**config.mk**
```make
export PLATFORM = sky130hd
export DESIGN_NAME = asdt_core
export DESIGN_NICKNAME = d
export VERILOG_FILES = /design/src/logic/asdt_pkg.sv /design/src/logic/asdt_core.sv
export SDC_FILE = /design/constraint.sdc
export NUM_CORES = 1
export LEC_CHECK = 0
export BUFFER_PORTS_ARGS = -buffer_cell sky130_fd_sc_hd__buf_2
export CAP_MARGIN = 10
export CORE_MARGIN = 3
export CORE_UTILIZATION = 35
export CTS_BUF_LIST = sky130_fd_sc_hd__clkbuf_4
export DETAILED_ROUTE_END_ITERATION = 12
export PLACE_DENSITY = 0.61
export SYNTH_ARGS = -nofsm -noshare
export SYNTH_HDL_FRONTEND = slang
export SYNTH_SLANG_ARGS = --single-unit
```
**constraint.sdc**
```tcl
create_clock -name ref_clk_i -period 4.2 [get_ports ref_clk_i]
set_input_delay 0.21 -clock ref_clk_i [delete_from_list [all_inputs] [get_ports ref_clk_i]]
set_output_delay 0.21 -clock ref_clk_i [all_outputs]
set_load 0.01 [all_outputs]
```
**src/logic/asdt_pkg.sv**
```systemverilog
package asdt_pkg;

  typedef enum logic [2:0] {
    ASDT_W_BYTE  = 3'h1,
    ASDT_W_WORD  = 3'h2,
    ASDT_W_DWORD = 3'h4
  } asdt_width_t;

  typedef enum logic [4:0] {
    ASDT_C_NONE     = 5'h00,
    ASDT_C_CMP_IMM  = 5'h01,
    ASDT_C_CMP_ACC  = 5'h02,
    ASDT_C_NEG      = 5'h03,
    ASDT_C_AAA      = 5'h04,
    ASDT_C_AAS      = 5'h05,
    ASDT_C_DAA      = 5'h06,
    ASDT_C_DAS      = 5'h07,
    ASDT_C_MUL      = 5'h08,
    ASDT_C_SIGNED_PRODUCT_ACC = 5'h09,
    ASDT_C_SIGNED_PRODUCT_REG = 5'h0A,
    ASDT_C_SIGNED_PRODUCT_IMM = 5'h0B,
    ASDT_C_DIV      = 5'h0C,
    ASDT_C_SIGNED_QUOTIENT     = 5'h0D,
    ASDT_C_AAD      = 5'h0E,
    ASDT_C_AAM      = 5'h0F,
    ASDT_C_CBW      = 5'h10,
    ASDT_C_CWD      = 5'h11,
    ASDT_C_SHIFT    = 5'h12,
    ASDT_C_DOUBLE_SHIFT_LEFT     = 5'h13,
    ASDT_C_DOUBLE_SHIFT_RIGHT     = 5'h14
  } asdt_class_t;

  typedef struct packed {
    logic        esc;
    logic [7:0]  opcode;
    logic [7:0]  modrm;
    logic        size32;
    logic [4:0]  mul_extra;
  } asdt_req_t;

  typedef struct packed {
    asdt_class_t op_class;
    asdt_width_t width;
    logic [2:0]  shift_kind;
    logic        mem_op;
    logic [5:0]  clocks;
    logic [1:0]  data_cycles;
    logic        illegal;
  } asdt_res_t;

  localparam logic [1:0] MOD_REG     = 2'h3;
  localparam logic [5:0] OPC_GRP1_HI = 6'h20;
  localparam logic [6:0] OPC_CMPA_HI = 7'h1E;
  localparam logic [6:0] OPC_GRP3_HI = 7'h7B;
  localparam logic [6:0] OPC_SH1_HI  = 7'h68;
  localparam logic [6:0] OPC_SHC_HI  = 7'h69;
  localparam logic [6:0] OPC_SHI_HI  = 7'h60;
  localparam logic [5:0] OPC_IMULI_HI = 6'h1A;
  localparam logic [7:0] OPC_AAA = 8'h37;
  localparam logic [7:0] OPC_AAS = 8'h3F;
  localparam logic [7:0] OPC_DAA = 8'h27;
  localparam logic [7:0] OPC_DAS = 8'h2F;
  localparam logic [7:0] OPC_AAD = 8'hD5;
  localparam logic [7:0] OPC_AAM = 8'hD4;
  localparam logic [7:0] OPC_AAX_TAIL = 8'h0A;
  localparam logic [7:0] OPC_CBW = 8'h98;
  localparam logic [7:0] OPC_CWD = 8'h99;
  localparam logic [7:0] ESC_SIGNED_PRODUCT   = 8'hAF;
  localparam logic [7:0] ESC_DOUBLE_SHIFT_LEFT_I = 8'hA4;
  localparam logic [7:0] ESC_DOUBLE_SHIFT_LEFT_C = 8'hA5;
  localparam logic [7:0] ESC_DOUBLE_SHIFT_RIGHT_I = 8'hAC;
  localparam logic [7:0] ESC_DOUBLE_SHIFT_RIGHT_C = 8'hAD;
  localparam logic [2:0] FLD_CMP  = 3'h7;
  localparam logic [2:0] FLD_NEG  = 3'h3;
  localparam logic [2:0] FLD_MUL  = 3'h4;
  localparam logic [2:0] FLD_SIGNED_PRODUCT = 3'h5;
  localparam logic [2:0] FLD_DIV  = 3'h6;
  localparam logic [2:0] FLD_SIGNED_QUOTIENT = 3'h7;
  localparam logic [2:0] SK_ROL = 3'h0;
  localparam logic [2:0] SK_ROR = 3'h1;
  localparam logic [2:0] SK_RCL = 3'h2;
  localparam logic [2:0] SK_RCR = 3'h3;
  localparam logic [2:0] SK_SHL = 3'h4;
  localparam logic [2:0] SK_SHR = 3'h5;
  localparam logic [2:0] SK_SAR = 3'h7;
  localparam logic [5:0] CLK_CMP_R = 6'h02;
  localparam logic [5:0] CLK_CMP_M = 6'h05;
  localparam logic [5:0] CLK_CMPA  = 6'h02;
  localparam logic [5:0] CLK_NEG_R = 6'h02;
  localparam logic [5:0] CLK_NEG_M = 6'h06;
  localparam logic [5:0] CLK_FIX   = 6'h04;
  localparam logic [5:0] CLK_MUL_R = 6'h0C;
  localparam logic [5:0] CLK_IMULI_R = 6'h0D;
  localparam logic [5:0] CLK_MUL_MB  = 6'h0F;
  localparam logic [5:0] CLK_MUL_MW  = 6'h0F;
  localparam logic [5:0] CLK_MUL_MD  = 6'h11;
  localparam logic [5:0] CLK_IMULI_MW = 6'h0E;
  localparam logic [5:0] CLK_IMULI_MD = 6'h10;
  localparam logic [5:0] SPAN_B = 6'h05;
  localparam logic [5:0] SPAN_W = 6'h0D;
  localparam logic [5:0] SPAN_D = 6'h1D;
  localparam logic [5:0] CLK_DIV_B_R = 6'h0E;
  localparam logic [5:0] CLK_DIV_B_M = 6'h11;
  localparam logic [5:0] CLK_DIV_W_R = 6'h16;
  localparam logic [5:0] CLK_DIV_W_M = 6'h19;
  localparam logic [5:0] CLK_DIV_D_R = 6'h26;
  localparam logic [5:0] CLK_DIV_D_M = 6'h2B;
  localparam logic [5:0] CLK_SIGNED_QUOTIENT_B_R = 6'h13;
  localparam logic [5:0] CLK_SIGNED_QUOTIENT_B_M = 6'h16;
  localparam logic [5:0] CLK_SIGNED_QUOTIENT_W_R = 6'h1B;
  localparam logic [5:0] CLK_SIGNED_QUOTIENT_W_M = 6'h1E;
  localparam logic [5:0] CLK_SIGNED_QUOTIENT_D_R = 6'h2B;
  localparam logic [5:0] CLK_SIGNED_QUOTIENT_D_M = 6'h30;
  localparam logic [5:0] CLK_AAD = 6'h13;
  localparam logic [5:0] CLK_AAM = 6'h11;
  localparam logic [5:0] CLK_CBW = 6'h03;
  localparam logic [5:0] CLK_CWD = 6'h02;
  localparam logic [5:0] CLK_SH_R  = 6'h03;
  localparam logic [5:0] CLK_SH_M  = 6'h07;
  localparam logic [5:0] CLK_RC_R  = 6'h09;
  localparam logic [5:0] CLK_RC_M  = 6'h0A;
  localparam logic [5:0] CLK_ILLEGAL = 6'h01;
  localparam logic [1:0] DC_NONE = 2'h0;
  localparam logic [1:0] DC_ONE  = 2'h1;
  localparam logic [1:0] DC_TWO  = 2'h2;
  localparam logic [5:0] COUNT_RST = 6'h00;

endpackage

```
**src/logic/asdt_core.sv**
```systemverilog
// How it works
// [RULE_01] Compare-immediate group 100000sw, field 111: 2 clocks register, 5 memory.
// [RULE_02] Short accumulator compare with immediate completes in 2 clocks.
// [RULE_03] Sign change 1111011w field 011: 2 register, 6 memory, two data cycles.
// [RULE_04] ASCII and BCD fix opcodes each take 4 clocks, no data cycles.
// [RULE_05] Unsigned product field 100: variable clocks per width, memory longer.
// [RULE_06] Accumulator signed product field 101 uses the unsigned product ranges.
// [RULE_07] Two-operand signed product: escape plus 10101111, same ranges.
// [RULE_08] Immediate signed product 011010s1: 13-26 word, 13-42 dword, memory longer.
// [RULE_09] Unsigned quotient field 110: byte 14/17, word 22/25, dword 38/43.
// [RULE_10] Signed quotient field 111: byte 19/22, word 27/30, dword 43/48.
// [RULE_11] Divide fix D5 0A takes 19 clocks; product fix D4 0A takes 17.
// [RULE_12] Byte-to-word extend 3 clocks; word-to-dword extend 2 clocks.
// [RULE_13] Shift kind field picks rotate, carry rotate, or shift operation.
// [RULE_14] Non-carry shifts by one, count register or immediate: 3/7 clocks.
// [RULE_15] Carry rotates use same forms, 9 clocks register, 10 memory.
// [RULE_16] Double shift left A4/A5 after escape: 3 register, 7 memory.
// [RULE_17] Double shift right AC/AD after escape: 3 register, 7 memory.
// [RULE_18] Opcode bit w clear means byte operand, set means full width.
`timescale 1ns/1ps
module asdt_core (
  input  wire logic              ref_clk_i,
  input  wire logic              rst_i,
  input  wire logic              dec_valid_i,
  input  wire asdt_pkg::asdt_req_t dec_in_i,
  output logic                   idle_o,
  output logic                   busy_o,
  output logic                   done_o,
  output asdt_pkg::asdt_res_t    dec_out_o
);

  typedef enum logic [1:0] {
    ASDT_S_IDLE = 2'b01,
    ASDT_S_EXEC = 2'b10
  } asdt_state_t;

  typedef struct packed {
    asdt_state_t         fsm;
    logic [5:0]          count;
    asdt_pkg::asdt_res_t res;
    logic                idle;
    logic                busy;
    logic                done;
  } asdt_regs_t;

  asdt_regs_t st_reg;
  asdt_regs_t st_next;

  function automatic logic [1:0] mem_cycles(input logic mem, input asdt_pkg::asdt_width_t wd);
    if (!mem)
      return asdt_pkg::DC_NONE;
    return (wd == asdt_pkg::ASDT_W_DWORD) ? asdt_pkg::DC_TWO : asdt_pkg::DC_ONE;
  endfunction

  // Early-out of the multiplier is modelled by mul_extra, clamped to the span
  function automatic logic [5:0] mul_clocks(input logic mem, input asdt_pkg::asdt_width_t wd,
                                            input logic imm_form, input logic [4:0] extra);
    logic [5:0] base;
    logic [5:0] span;
    logic [5:0] ext;
    base = imm_form ? asdt_pkg::CLK_IMULI_R : asdt_pkg::CLK_MUL_R;
    span = asdt_pkg::SPAN_D;
    ext  = {1'b0, extra};
    case (wd)
      asdt_pkg::ASDT_W_BYTE: begin
        span = asdt_pkg::SPAN_B;
        if (mem)
          base = asdt_pkg::CLK_MUL_MB;
      end
      asdt_pkg::ASDT_W_WORD: begin
        span = asdt_pkg::SPAN_W;
        if (mem)
          base = imm_form ? asdt_pkg::CLK_IMULI_MW : asdt_pkg::CLK_MUL_MW;
      end
      default: begin
        span = asdt_pkg::SPAN_D;
        if (mem)
          base = imm_form ? asdt_pkg::CLK_IMULI_MD : asdt_pkg::CLK_MUL_MD;
      end
    endcase
    if (ext > span)
      ext = span;
    return 6'(base + ext);
  endfunction

  function automatic logic [5:0] rm_clocks(input logic mem, input logic [5:0] r, input logic [5:0] m);
    return mem ? m : r;
  endfunction

  function automatic asdt_pkg::asdt_res_t decode(input asdt_pkg::asdt_req_t q);
    asdt_pkg::asdt_res_t r;
    asdt_pkg::asdt_width_t wd;
    logic mem;
    logic [2:0] fld;
    r   = '0;
    mem = (q.modrm[7:6] != asdt_pkg::MOD_REG);
    fld = q.modrm[5:3];
    wd  = !q.opcode[0] ? asdt_pkg::ASDT_W_BYTE :
          (q.size32 ? asdt_pkg::ASDT_W_DWORD : asdt_pkg::ASDT_W_WORD); // [RULE_18]
    r.op_class    = asdt_pkg::ASDT_C_NONE;
    r.width       = wd;
    r.clocks      = asdt_pkg::CLK_ILLEGAL;
    r.data_cycles = asdt_pkg::DC_NONE;
    r.illegal     = 1'b1;
    if (q.esc) begin
      r.width  = q.size32 ? asdt_pkg::ASDT_W_DWORD : asdt_pkg::ASDT_W_WORD;
      r.mem_op = mem;
      case (q.opcode)
        asdt_pkg::ESC_SIGNED_PRODUCT: begin
          r.op_class    = asdt_pkg::ASDT_C_SIGNED_PRODUCT_REG; // [RULE_07]
          r.clocks      = mul_clocks(mem, r.width, 1'b0, q.mul_extra);
          r.data_cycles = mem_cycles(mem, r.width);
          r.illegal     = 1'b0;
        end
        asdt_pkg::ESC_DOUBLE_SHIFT_LEFT_I, asdt_pkg::ESC_DOUBLE_SHIFT_LEFT_C: begin
          r.op_class    = asdt_pkg::ASDT_C_DOUBLE_SHIFT_LEFT; // [RULE_16]
          r.clocks      = rm_clocks(mem, asdt_pkg::CLK_SH_R, asdt_pkg::CLK_SH_M);
          r.data_cycles = mem ? asdt_pkg::DC_TWO : asdt_pkg::DC_NONE;
          r.illegal     = 1'b0;
        end
        asdt_pkg::ESC_DOUBLE_SHIFT_RIGHT_I, asdt_pkg::ESC_DOUBLE_SHIFT_RIGHT_C: begin
          r.op_class    = asdt_pkg::ASDT_C_DOUBLE_SHIFT_RIGHT; // [RULE_17]
          r.clocks      = rm_clocks(mem, asdt_pkg::CLK_SH_R, asdt_pkg::CLK_SH_M);
          r.data_cycles = mem ? asdt_pkg::DC_TWO : asdt_pkg::DC_NONE;
          r.illegal     = 1'b0;
        end
        default: r.mem_op = 1'b0;
      endcase
    end else if (q.opcode[7:2] == asdt_pkg::OPC_GRP1_HI) begin
      // Other group fields belong to neighbouring arithmetic logic
      if (fld == asdt_pkg::FLD_CMP) begin
        r.op_class    = asdt_pkg::ASDT_C_CMP_IMM; // [RULE_01]
        r.mem_op      = mem;
        r.clocks      = rm_clocks(mem, asdt_pkg::CLK_CMP_R, asdt_pkg::CLK_CMP_M);
        r.data_cycles = mem ? asdt_pkg::DC_ONE : asdt_pkg::DC_NONE;
        r.illegal     = 1'b0;
      end
    end else if (q.opcode[7:1] == asdt_pkg::OPC_CMPA_HI) begin
      r.op_class = asdt_pkg::ASDT_C_CMP_ACC; // [RULE_02]
      r.clocks   = asdt_pkg::CLK_CMPA;
      r.illegal  = 1'b0;
    end else if (q.opcode[7:1] == asdt_pkg::OPC_GRP3_HI) begin
      r.mem_op  = mem;
      r.illegal = 1'b0;
      case (fld)
        asdt_pkg::FLD_NEG: begin
          r.op_class    = asdt_pkg::ASDT_C_NEG; // [RULE_03]
          r.clocks      = rm_clocks(mem, asdt_pkg::CLK_NEG_R, asdt_pkg::CLK_NEG_M);
          r.data_cycles = mem ? asdt_pkg::DC_TWO : asdt_pkg::DC_NONE;
        end
        asdt_pkg::FLD_MUL, asdt_pkg::FLD_SIGNED_PRODUCT: begin
          r.op_class    = (fld == asdt_pkg::FLD_MUL) ? asdt_pkg::ASDT_C_MUL
                                                     : asdt_pkg::ASDT_C_SIGNED_PRODUCT_ACC; // [RULE_05] [RULE_06]
          r.clocks      = mul_clocks(mem, wd, 1'b0, q.mul_extra);
          r.data_cycles = mem_cycles(mem, wd);
        end
        asdt_pkg::FLD_DIV: begin
          r.op_class    = asdt_pkg::ASDT_C_DIV; // [RULE_09]
          r.data_cycles = mem_cycles(mem, wd);
          case (wd)
            asdt_pkg::ASDT_W_BYTE: r.clocks = rm_clocks(mem, asdt_pkg::CLK_DIV_B_R, asdt_pkg::CLK_DIV_B_M);
            asdt_pkg::ASDT_W_WORD: r.clocks = rm_clocks(mem, asdt_pkg::CLK_DIV_W_R, asdt_pkg::CLK_DIV_W_M);
            default:               r.clocks = rm_clocks(mem, asdt_pkg::CLK_DIV_D_R, asdt_pkg::CLK_DIV_D_M);
          endcase
        end
        asdt_pkg::FLD_SIGNED_QUOTIENT: begin
          r.op_class    = asdt_pkg::ASDT_C_SIGNED_QUOTIENT; // [RULE_10]
          r.data_cycles = mem_cycles(mem, wd);
          case (wd)
            asdt_pkg::ASDT_W_BYTE: r.clocks = rm_clocks(mem, asdt_pkg::CLK_SIGNED_QUOTIENT_B_R, asdt_pkg::CLK_SIGNED_QUOTIENT_B_M);
            asdt_pkg::ASDT_W_WORD: r.clocks = rm_clocks(mem, asdt_pkg::CLK_SIGNED_QUOTIENT_W_R, asdt_pkg::CLK_SIGNED_QUOTIENT_W_M);
            default:               r.clocks = rm_clocks(mem, asdt_pkg::CLK_SIGNED_QUOTIENT_D_R, asdt_pkg::CLK_SIGNED_QUOTIENT_D_M);
          endcase
        end
        default: begin
          r.mem_op  = 1'b0;
          r.illegal = 1'b1;
        end
      endcase
    end else if (q.opcode[7:2] == asdt_pkg::OPC_IMULI_HI && q.opcode[0]) begin
      // Bit 1 is the sign-extend flag here, so width is never byte
      r.op_class    = asdt_pkg::ASDT_C_SIGNED_PRODUCT_IMM; // [RULE_08]
      r.width       = q.size32 ? asdt_pkg::ASDT_W_DWORD : asdt_pkg::ASDT_W_WORD;
      r.mem_op      = mem;
      r.clocks      = mul_clocks(mem, r.width, 1'b1, q.mul_extra);
      r.data_cycles = mem_cycles(mem, r.width);
      r.illegal     = 1'b0;
    end else if (q.opcode[7:1] == asdt_pkg::OPC_SH1_HI || q.opcode[7:1] == asdt_pkg::OPC_SHC_HI
                 || q.opcode[7:1] == asdt_pkg::OPC_SHI_HI) begin
      r.op_class    = asdt_pkg::ASDT_C_SHIFT;
      r.shift_kind  = fld; // [RULE_13]
      r.mem_op      = mem;
      r.data_cycles = mem ? asdt_pkg::DC_TWO : asdt_pkg::DC_NONE;
      r.illegal     = 1'b0;
      case (fld)
        asdt_pkg::SK_RCL, asdt_pkg::SK_RCR:
          r.clocks = rm_clocks(mem, asdt_pkg::CLK_RC_R, asdt_pkg::CLK_RC_M); // [RULE_15]
        asdt_pkg::SK_ROL, asdt_pkg::SK_ROR, asdt_pkg::SK_SHL, asdt_pkg::SK_SHR, asdt_pkg::SK_SAR:
          r.clocks = rm_clocks(mem, asdt_pkg::CLK_SH_R, asdt_pkg::CLK_SH_M); // [RULE_14]
        default: begin
          r.mem_op      = 1'b0;
          r.data_cycles = asdt_pkg::DC_NONE;
          r.illegal     = 1'b1;
        end
      endcase
    end else begin
      r.width   = asdt_pkg::ASDT_W_BYTE;
      r.illegal = 1'b0;
      case (q.opcode)
        asdt_pkg::OPC_AAA: begin
          r.op_class = asdt_pkg::ASDT_C_AAA;
          r.clocks   = asdt_pkg::CLK_FIX; // [RULE_04]
        end
        asdt_pkg::OPC_AAS: begin
          r.op_class = asdt_pkg::ASDT_C_AAS;
          r.clocks   = asdt_pkg::CLK_FIX; // [RULE_04]
        end
        asdt_pkg::OPC_DAA: begin
          r.op_class = asdt_pkg::ASDT_C_DAA;
          r.clocks   = asdt_pkg::CLK_FIX; // [RULE_04]
        end
        asdt_pkg::OPC_DAS: begin
          r.op_class = asdt_pkg::ASDT_C_DAS;
          r.clocks   = asdt_pkg::CLK_FIX; // [RULE_04]
        end
        asdt_pkg::OPC_CBW: begin
          r.op_class = asdt_pkg::ASDT_C_CBW;
          r.clocks   = asdt_pkg::CLK_CBW; // [RULE_12]
        end
        asdt_pkg::OPC_CWD: begin
          r.op_class = asdt_pkg::ASDT_C_CWD;
          r.clocks   = asdt_pkg::CLK_CWD; // [RULE_12]
        end
        asdt_pkg::OPC_AAD, asdt_pkg::OPC_AAM: begin
          // Second byte must be ten, other radix bytes are refused
          if (q.modrm == asdt_pkg::OPC_AAX_TAIL) begin
            r.op_class = (q.opcode == asdt_pkg::OPC_AAD) ? asdt_pkg::ASDT_C_AAD : asdt_pkg::ASDT_C_AAM; // [RULE_11]
            r.clocks   = (q.opcode == asdt_pkg::OPC_AAD) ? asdt_pkg::CLK_AAD : asdt_pkg::CLK_AAM; // [RULE_11]
          end else begin
            r.illegal = 1'b1;
          end
        end
        default: r.illegal = 1'b1;
      endcase
    end
    return r;
  endfunction

  always_comb begin
    st_next      = st_reg;
    st_next.done = 1'b0;
    case (st_reg.fsm)
      ASDT_S_IDLE: begin
        if (dec_valid_i) begin
          st_next.res   = decode(dec_in_i);
          st_next.count = st_next.res.clocks;
          st_next.fsm   = ASDT_S_EXEC;
          st_next.done  = (st_next.res.clocks == asdt_pkg::CLK_ILLEGAL);
          if (st_next.done)
            st_next.fsm = ASDT_S_IDLE;
        end
      end
      ASDT_S_EXEC: begin
        st_next.count = 6'(st_reg.count - 6'h01);
        // Done marks the final execution cycle, so busy spans exactly the clock count
        if (st_reg.count == 6'h02) begin
          st_next.done = 1'b1;
          st_next.fsm  = ASDT_S_IDLE;
        end
      end
      default: st_next.fsm = ASDT_S_IDLE;
    endcase
    st_next.busy = (st_next.fsm == ASDT_S_EXEC) || st_next.done;
    st_next.idle = !st_next.busy || st_next.done;
  end

  always_ff @(posedge ref_clk_i or posedge rst_i) begin
    if (rst_i) begin
      st_reg       <= '0;
      st_reg.fsm   <= ASDT_S_IDLE;
      st_reg.count <= asdt_pkg::COUNT_RST;
      st_reg.idle  <= 1'b1;
    end else begin
      st_reg <= st_next;
    end
  end

  assign idle_o    = st_reg.idle;
  assign busy_o    = st_reg.busy;
  assign done_o    = st_reg.done;
  assign dec_out_o = st_reg.res;

  logic [5:0] run_cnt_reg;
  logic       take;
  assign take = dec_valid_i && (st_reg.fsm == ASDT_S_IDLE);

  always_ff @(posedge ref_clk_i or posedge rst_i) begin
    if (rst_i)
      run_cnt_reg <= 6'h00;
    else
      run_cnt_reg <= (busy_o && !done_o) ? 6'(run_cnt_reg + 6'h01) : 6'h00;
  end
endmodule

```
After elaboration in Yosys (flattened, before gate mapping)
Index checks and enable logic that the tools add are counted.
{"block": "word_totals", "regBits": 32, "out_inout_bits": 24, "elab_cells": 281, "inputBits": 26}
{"block": "op_classes", "eq_ne": 41, "order_cmp": 3, "n_reduce_logical": 24, "n_mux": 197, "addsub": 4}
{"op": "$mux W6", "n": 62}
{"op": "$mux W10", "n": 9}
{"op": "$eq A8 B8 Y1 const B", "n": 9}
{"op": "$mux W3", "n": 19}
{"op": "$mux W5", "n": 10}
{"op": "$pmux W6 S2", "n": 4}
{"op": "$mux W1", "n": 46}
{"op": "$mux W4", "n": 11}
{"op": "$mux W2", "n": 18}
{"op": "$pmux W5 S7", "n": 1}
{"op": "$eq A8 B6 Y1 const B", "n": 4}
{"op": "$mux W8", "n": 4}
{"op": "$pmux W8 S4", "n": 1}
{"op": "$mux W29", "n": 1}
{"op": "$eq A7 B7 Y1 const B", "n": 4}
{"op": "$pmux W5 S2", "n": 2}
{"op": "$pmux W5 S4", "n": 1}
{"op": "$add A6 B6 Y6", "n": 3}
{"op": "$eq A3 B3 Y1 const B", "n": 6}
{"op": "$gt A5 B6 Y1", "n": 3}
{"op": "$pmux W9 S2", "n": 1}
{"op": "$pmux W4 S4", "n": 1}
{"op": "$pmux W5 S3", "n": 1}
{"op": "$reduce_or A5 Y1", "n": 3}
{"op": "26 further kinds", "n": 45}

Depth between registers and ports, before layout
{"block": "logic_depth", "depth_word": 38, "mapped_depth": 18, "ltp_nobuf": 17}

Least setup slack after synthesis
Ideal clock, no wire load.
{"block": "synth_path", "path_kind": "input-to-reg", "startpoint": "in dec_in_i[14] (netlist name)", "endpoint": "reg st_reg[31] (netlist name)", "required_ns": 4.081, "setup_ns": 0.119, "n_path_buf": 1, "t_arrival_ns": 3.391, "path_stages": 17, "setup_slack_ns": 0.690, "path_cell_list": "clkbuf_1 > inv_1 > ha_1 > a21o_1 > a21oi_1 > a21oi_1 > or2_2 > ha_1 > fa_1 > a21o_1 > a21oi_1 > xor2_1 > o221ai_1 > a32oi_1 > and4_4 > a21oi_2 > o21ba_1"}
{"item": "start: declaration", "line_no": "asdt_core.sv:25", "rtl": "input wire asdt_pkg::asdt_req_t dec_in_i,"}
{"item": "end signal: assignment", "line_no": "asdt_core.sv:284", "rtl": "st_reg <= st_next;"}
{"item": "end: declaration", "line_no": "asdt_core.sv:46", "rtl": "asdt_regs_t st_reg;"}

==> out/qor.yml <==
die:
  dieWidth_um: 103
  fp-row-count: 34
  start_util_pct: 36.9
  die_area_um2: 10600
  die_h_um: 103
  pin_count: 50
  core-area_um2: 8930
clocking:
  tritoncts: "built"
  clockRootBuffer: "clkbuf_4"
  path_clk_slew_ns: 0.10
  clk_path_buf_depth: 2
  cts.sinks: 32
  cts_made_buffers: 5
  clk_latency_ns: 0.32
  htree_levels: 2
sta:
  slew_headroom_pct: 43.9
  hold_viol: 0
  finalCriticalPeriod_ns: 3.58
  setup_violations: 0
  worst_pin_slew_ns: 0.840
  finalClockSkew_ns: 0.0189
  drv_slew: 0
  tns_ns: 0
  worst_hold_slack_ns: 0.193
  rsz0062_at_grt: "false"
  period_share_pct: 85.3
  fmax_mhz: 279
min_path:
  hold_class: "primary input to flip-flop"
synth:
  ys.flop_type: "dfrtp_1"
  avgSynthCellArea_um2: 7.72
  synth_cell_type_count: 71
  seq_area_frac_synth_pct: 24.4
  yosys_warnings: 0
  synth_edf_count: 0
  netlist_area_um2: 3300
  synth_fp_nets: 475
  synthCells: 427
  async_reset_ff_share_pct: 100
  synth_seq_cells: 32
critical_path:
  critPathMaxStageDelay_ns: 0.41
  required_ns: 4.45
  crit_chain: "buf_2 > inv_1 > ha_1 > a21o_1 > a21oi_1 > a21oi_1 > or2_2 > ha_1 > fa_1 > a21o_1 > a21oi_1 > xor2_1 > o221ai_1 > a32oi_1 > and4_4 > nand3_2 > a21oi_1"
  critPathArrivalTime_ns: 3.83
  worstPathMaxFanout: 17
  critPathKind: "primary input to flip-flop"
  cp-end-kind: "flip-flop"
  start_kind: "primary input"
  crit_slowest_cell: "fa_1"
  crit_top_cell: "a21oi_1"
route:
  drtIter0Drc: 303
  drc: 0
  vias: 3234
  firstDrtPassIters: 5
  wire_per_inst_um: 16.9
  viasPerCell: 5.84
  wl_um: 9350
  ant_nets: 0
global_routing:
  grt_max_degree: 37
  overflow: 0
  grt_pass1_vias: 2949
  antenna_found_initial: 0
  grt_pass1_wl_um: 15400
  track_usage_pct: 18.1
pwr:
  swShare_pct: 42.1
  power.share.clock_pct: 13.6
  pwr-share-seq_pct: 38.4
  power_density_nw_per_um2: 344
  power_w: 0.00122
  power.switching_w: 0.000512
  comb_power_share_pct: 48.0
  irDropWorstVdd_mv: 0.117
  internal-power_w: 0.000705
  p_leak_nw: 1.59
status:
  status: "finished clean"
finish:
  layout_common_cells: "49 x buf_2, 46 x nand2_1, 32 x a21oi_1, 32 x o21ai_0, 30 x dfrtp_1"
  mostFrequentLayoutCell: "buf_2"
  largest_register_ff_count: 21
  nets: 493
  fillCellCount: 952
  final_cell_area_um2: 3530
  num_antenna_cells: 0
  syn_to_final_growth_pct: 7.17
  final_layout_size_suffix_gt1_share_pct: 19.3
placed_design:
  port_buffers: 49
  place_area_um2: 3470
  place_congestion: 0.901
  hpwl_um: 7240
flow_run:
  drv_cap: 0
layer usage:
metal,wire (µm),track usage (%),share of wire [%]
met1,4490,26.5,48
met2,4160,27.5,44
met3,576,2.84,6.2
met4,126,4.98,1.3
met5,0,0,0
metrics by stage:
step	utilization, %	instances	setup slack (ns)
6_report	39.6	554	0.618
3_5_place_dp	38.9	545	0.316
3_3_place_gp	38.9	545	0.425
2_1_floorplan	-	427	0.690
5_1_grt	39.6	554	0.316
4_1_cts	39.6	554	0.668
what timing repair did:
| item | in CTS | in global routing |
|---|---|---|
| endpoints found under the hold margin | 30 | 0 |
| buffers inserted | 0 | 0 |
| resized for setup | 0 | 0 |
| hold buffers | 1 | 0 |
cells in the mapped netlist, types with 4 or more instances:
| master | n | share of area (%) |
|---|---|---|
| nand2_1 | 46 | 5.2 |
| a21oi_1 | 32 | 4.9 |
| o21ai_0 | 32 | 4.9 |
| dfrtp_1 | 30 | 23 |
| nor2_1 | 28 | 3.2 |
| buf_4 | 21 | 4.8 |
| inv_1 | 20 | 2.3 |
| clkbuf_1 | 19 | 2.2 |
| ha_1 | 19 | 7.2 |
| nand3_1 | 15 | 2.3 |
| a211oi_1 | 10 | 2.3 |
| nor3_1 | 9 | 1.4 |
| and3_1 | 6 | 1.1 |
| nand4_1 | 6 | 1.1 |
| or2_2 | 6 | 1.1 |
| a21o_1 | 5 | 1.1 |
| a31oi_1 | 5 | 0.95 |
| and2_1 | 5 | 0.95 |
| and4_1 | 5 | 1.3 |
| nand2b_1 | 5 | 0.95 |
| o22ai_1 | 5 | 0.95 |
| mux2_2 | 4 | 1.4 |
| nor2b_1 | 4 | 0.76 |
| o21a_1 | 4 | 0.91 |
| o31ai_1 | 4 | 0.91 |
| or3_1 | 4 | 0.76 |
| xor2_1 | 4 | 1.1 |
cells by family after synthesis:
group | share of synthesized area, %
AOI/OAI and AO/OA | 27.4
xor gates and xnor gates | 1.59
adders and majority gates | 9.03
buffers and inverters | 10.0
DFF | 24.4
muxes | 1.37
and+or+nand+nor | 26.3
power by group through the flow:
stage | registers (W) | logic (W) | clock network, W
2_1_floorplan | 0.000464 | 0.000474 | 0
3_5_place_dp | 0.000475 | 0.000580 | 0
6_report | 0.000468 | 0.000584 | 0.000165
4_1_cts | 0.000469 | 0.000583 | 0.000174
3_3_place_gp | 0.000472 | 0.000570 | 0
5_1_grt | 0.000485 | 0.000662 | 0.000191
cell type report:
| type | instances | area [µm²] | area share (%) |
|---|---|---|---|
| Clock buffer | 6 | 45.0 | 1.27 |
| Timing Repair Buffer | 56 | 300 | 8.50 |
| Clock inverter | 2 | 7.51 | 0.212 |
| Inverter | 21 | 78.8 | 2.23 |
| Sequential cell | 32 | 803 | 22.7 |
| Multi-Input combinational cell | 329 | 2160 | 61.2 |
| Tap cell | 108 | 135 | 3.82 |
worst max-delay path, delay by kind of cell:
| family | cells | cell delay [ns] |
|---|---|---|
| buffers and inverters | 2 | 0.37 |
| AO/OA/AOI/OAI | 8 | 1.47 |
| XOR/XNOR | 1 | 0.16 |
| adder cells (fa/ha/maj) | 3 | 0.92 |
| AND/OR/NAND/NOR | 3 | 0.71 |
worst paths after layout:
path | slack, ns | to | cells past startpoint | start
max in group asynchronous | 3.37 | st_reg[30] | 4 | rst_i
setup reg to reg | 2.36 | dec_out_o[12] | 5 | st_reg[30]
setup / recovery | 0.62 | done_o | 17 | dec_in_i[14]
min in group asynchronous | 0.51 | dec_out_o[8] | 4 | rst_i
hold / removal | 0.19 | st_reg[30] | 3 | dec_valid_i
hold reg to reg | 0.46 | dec_out_o[2] | 2 | dec_out_o[2]
Power figures use the tool's default switching activity.
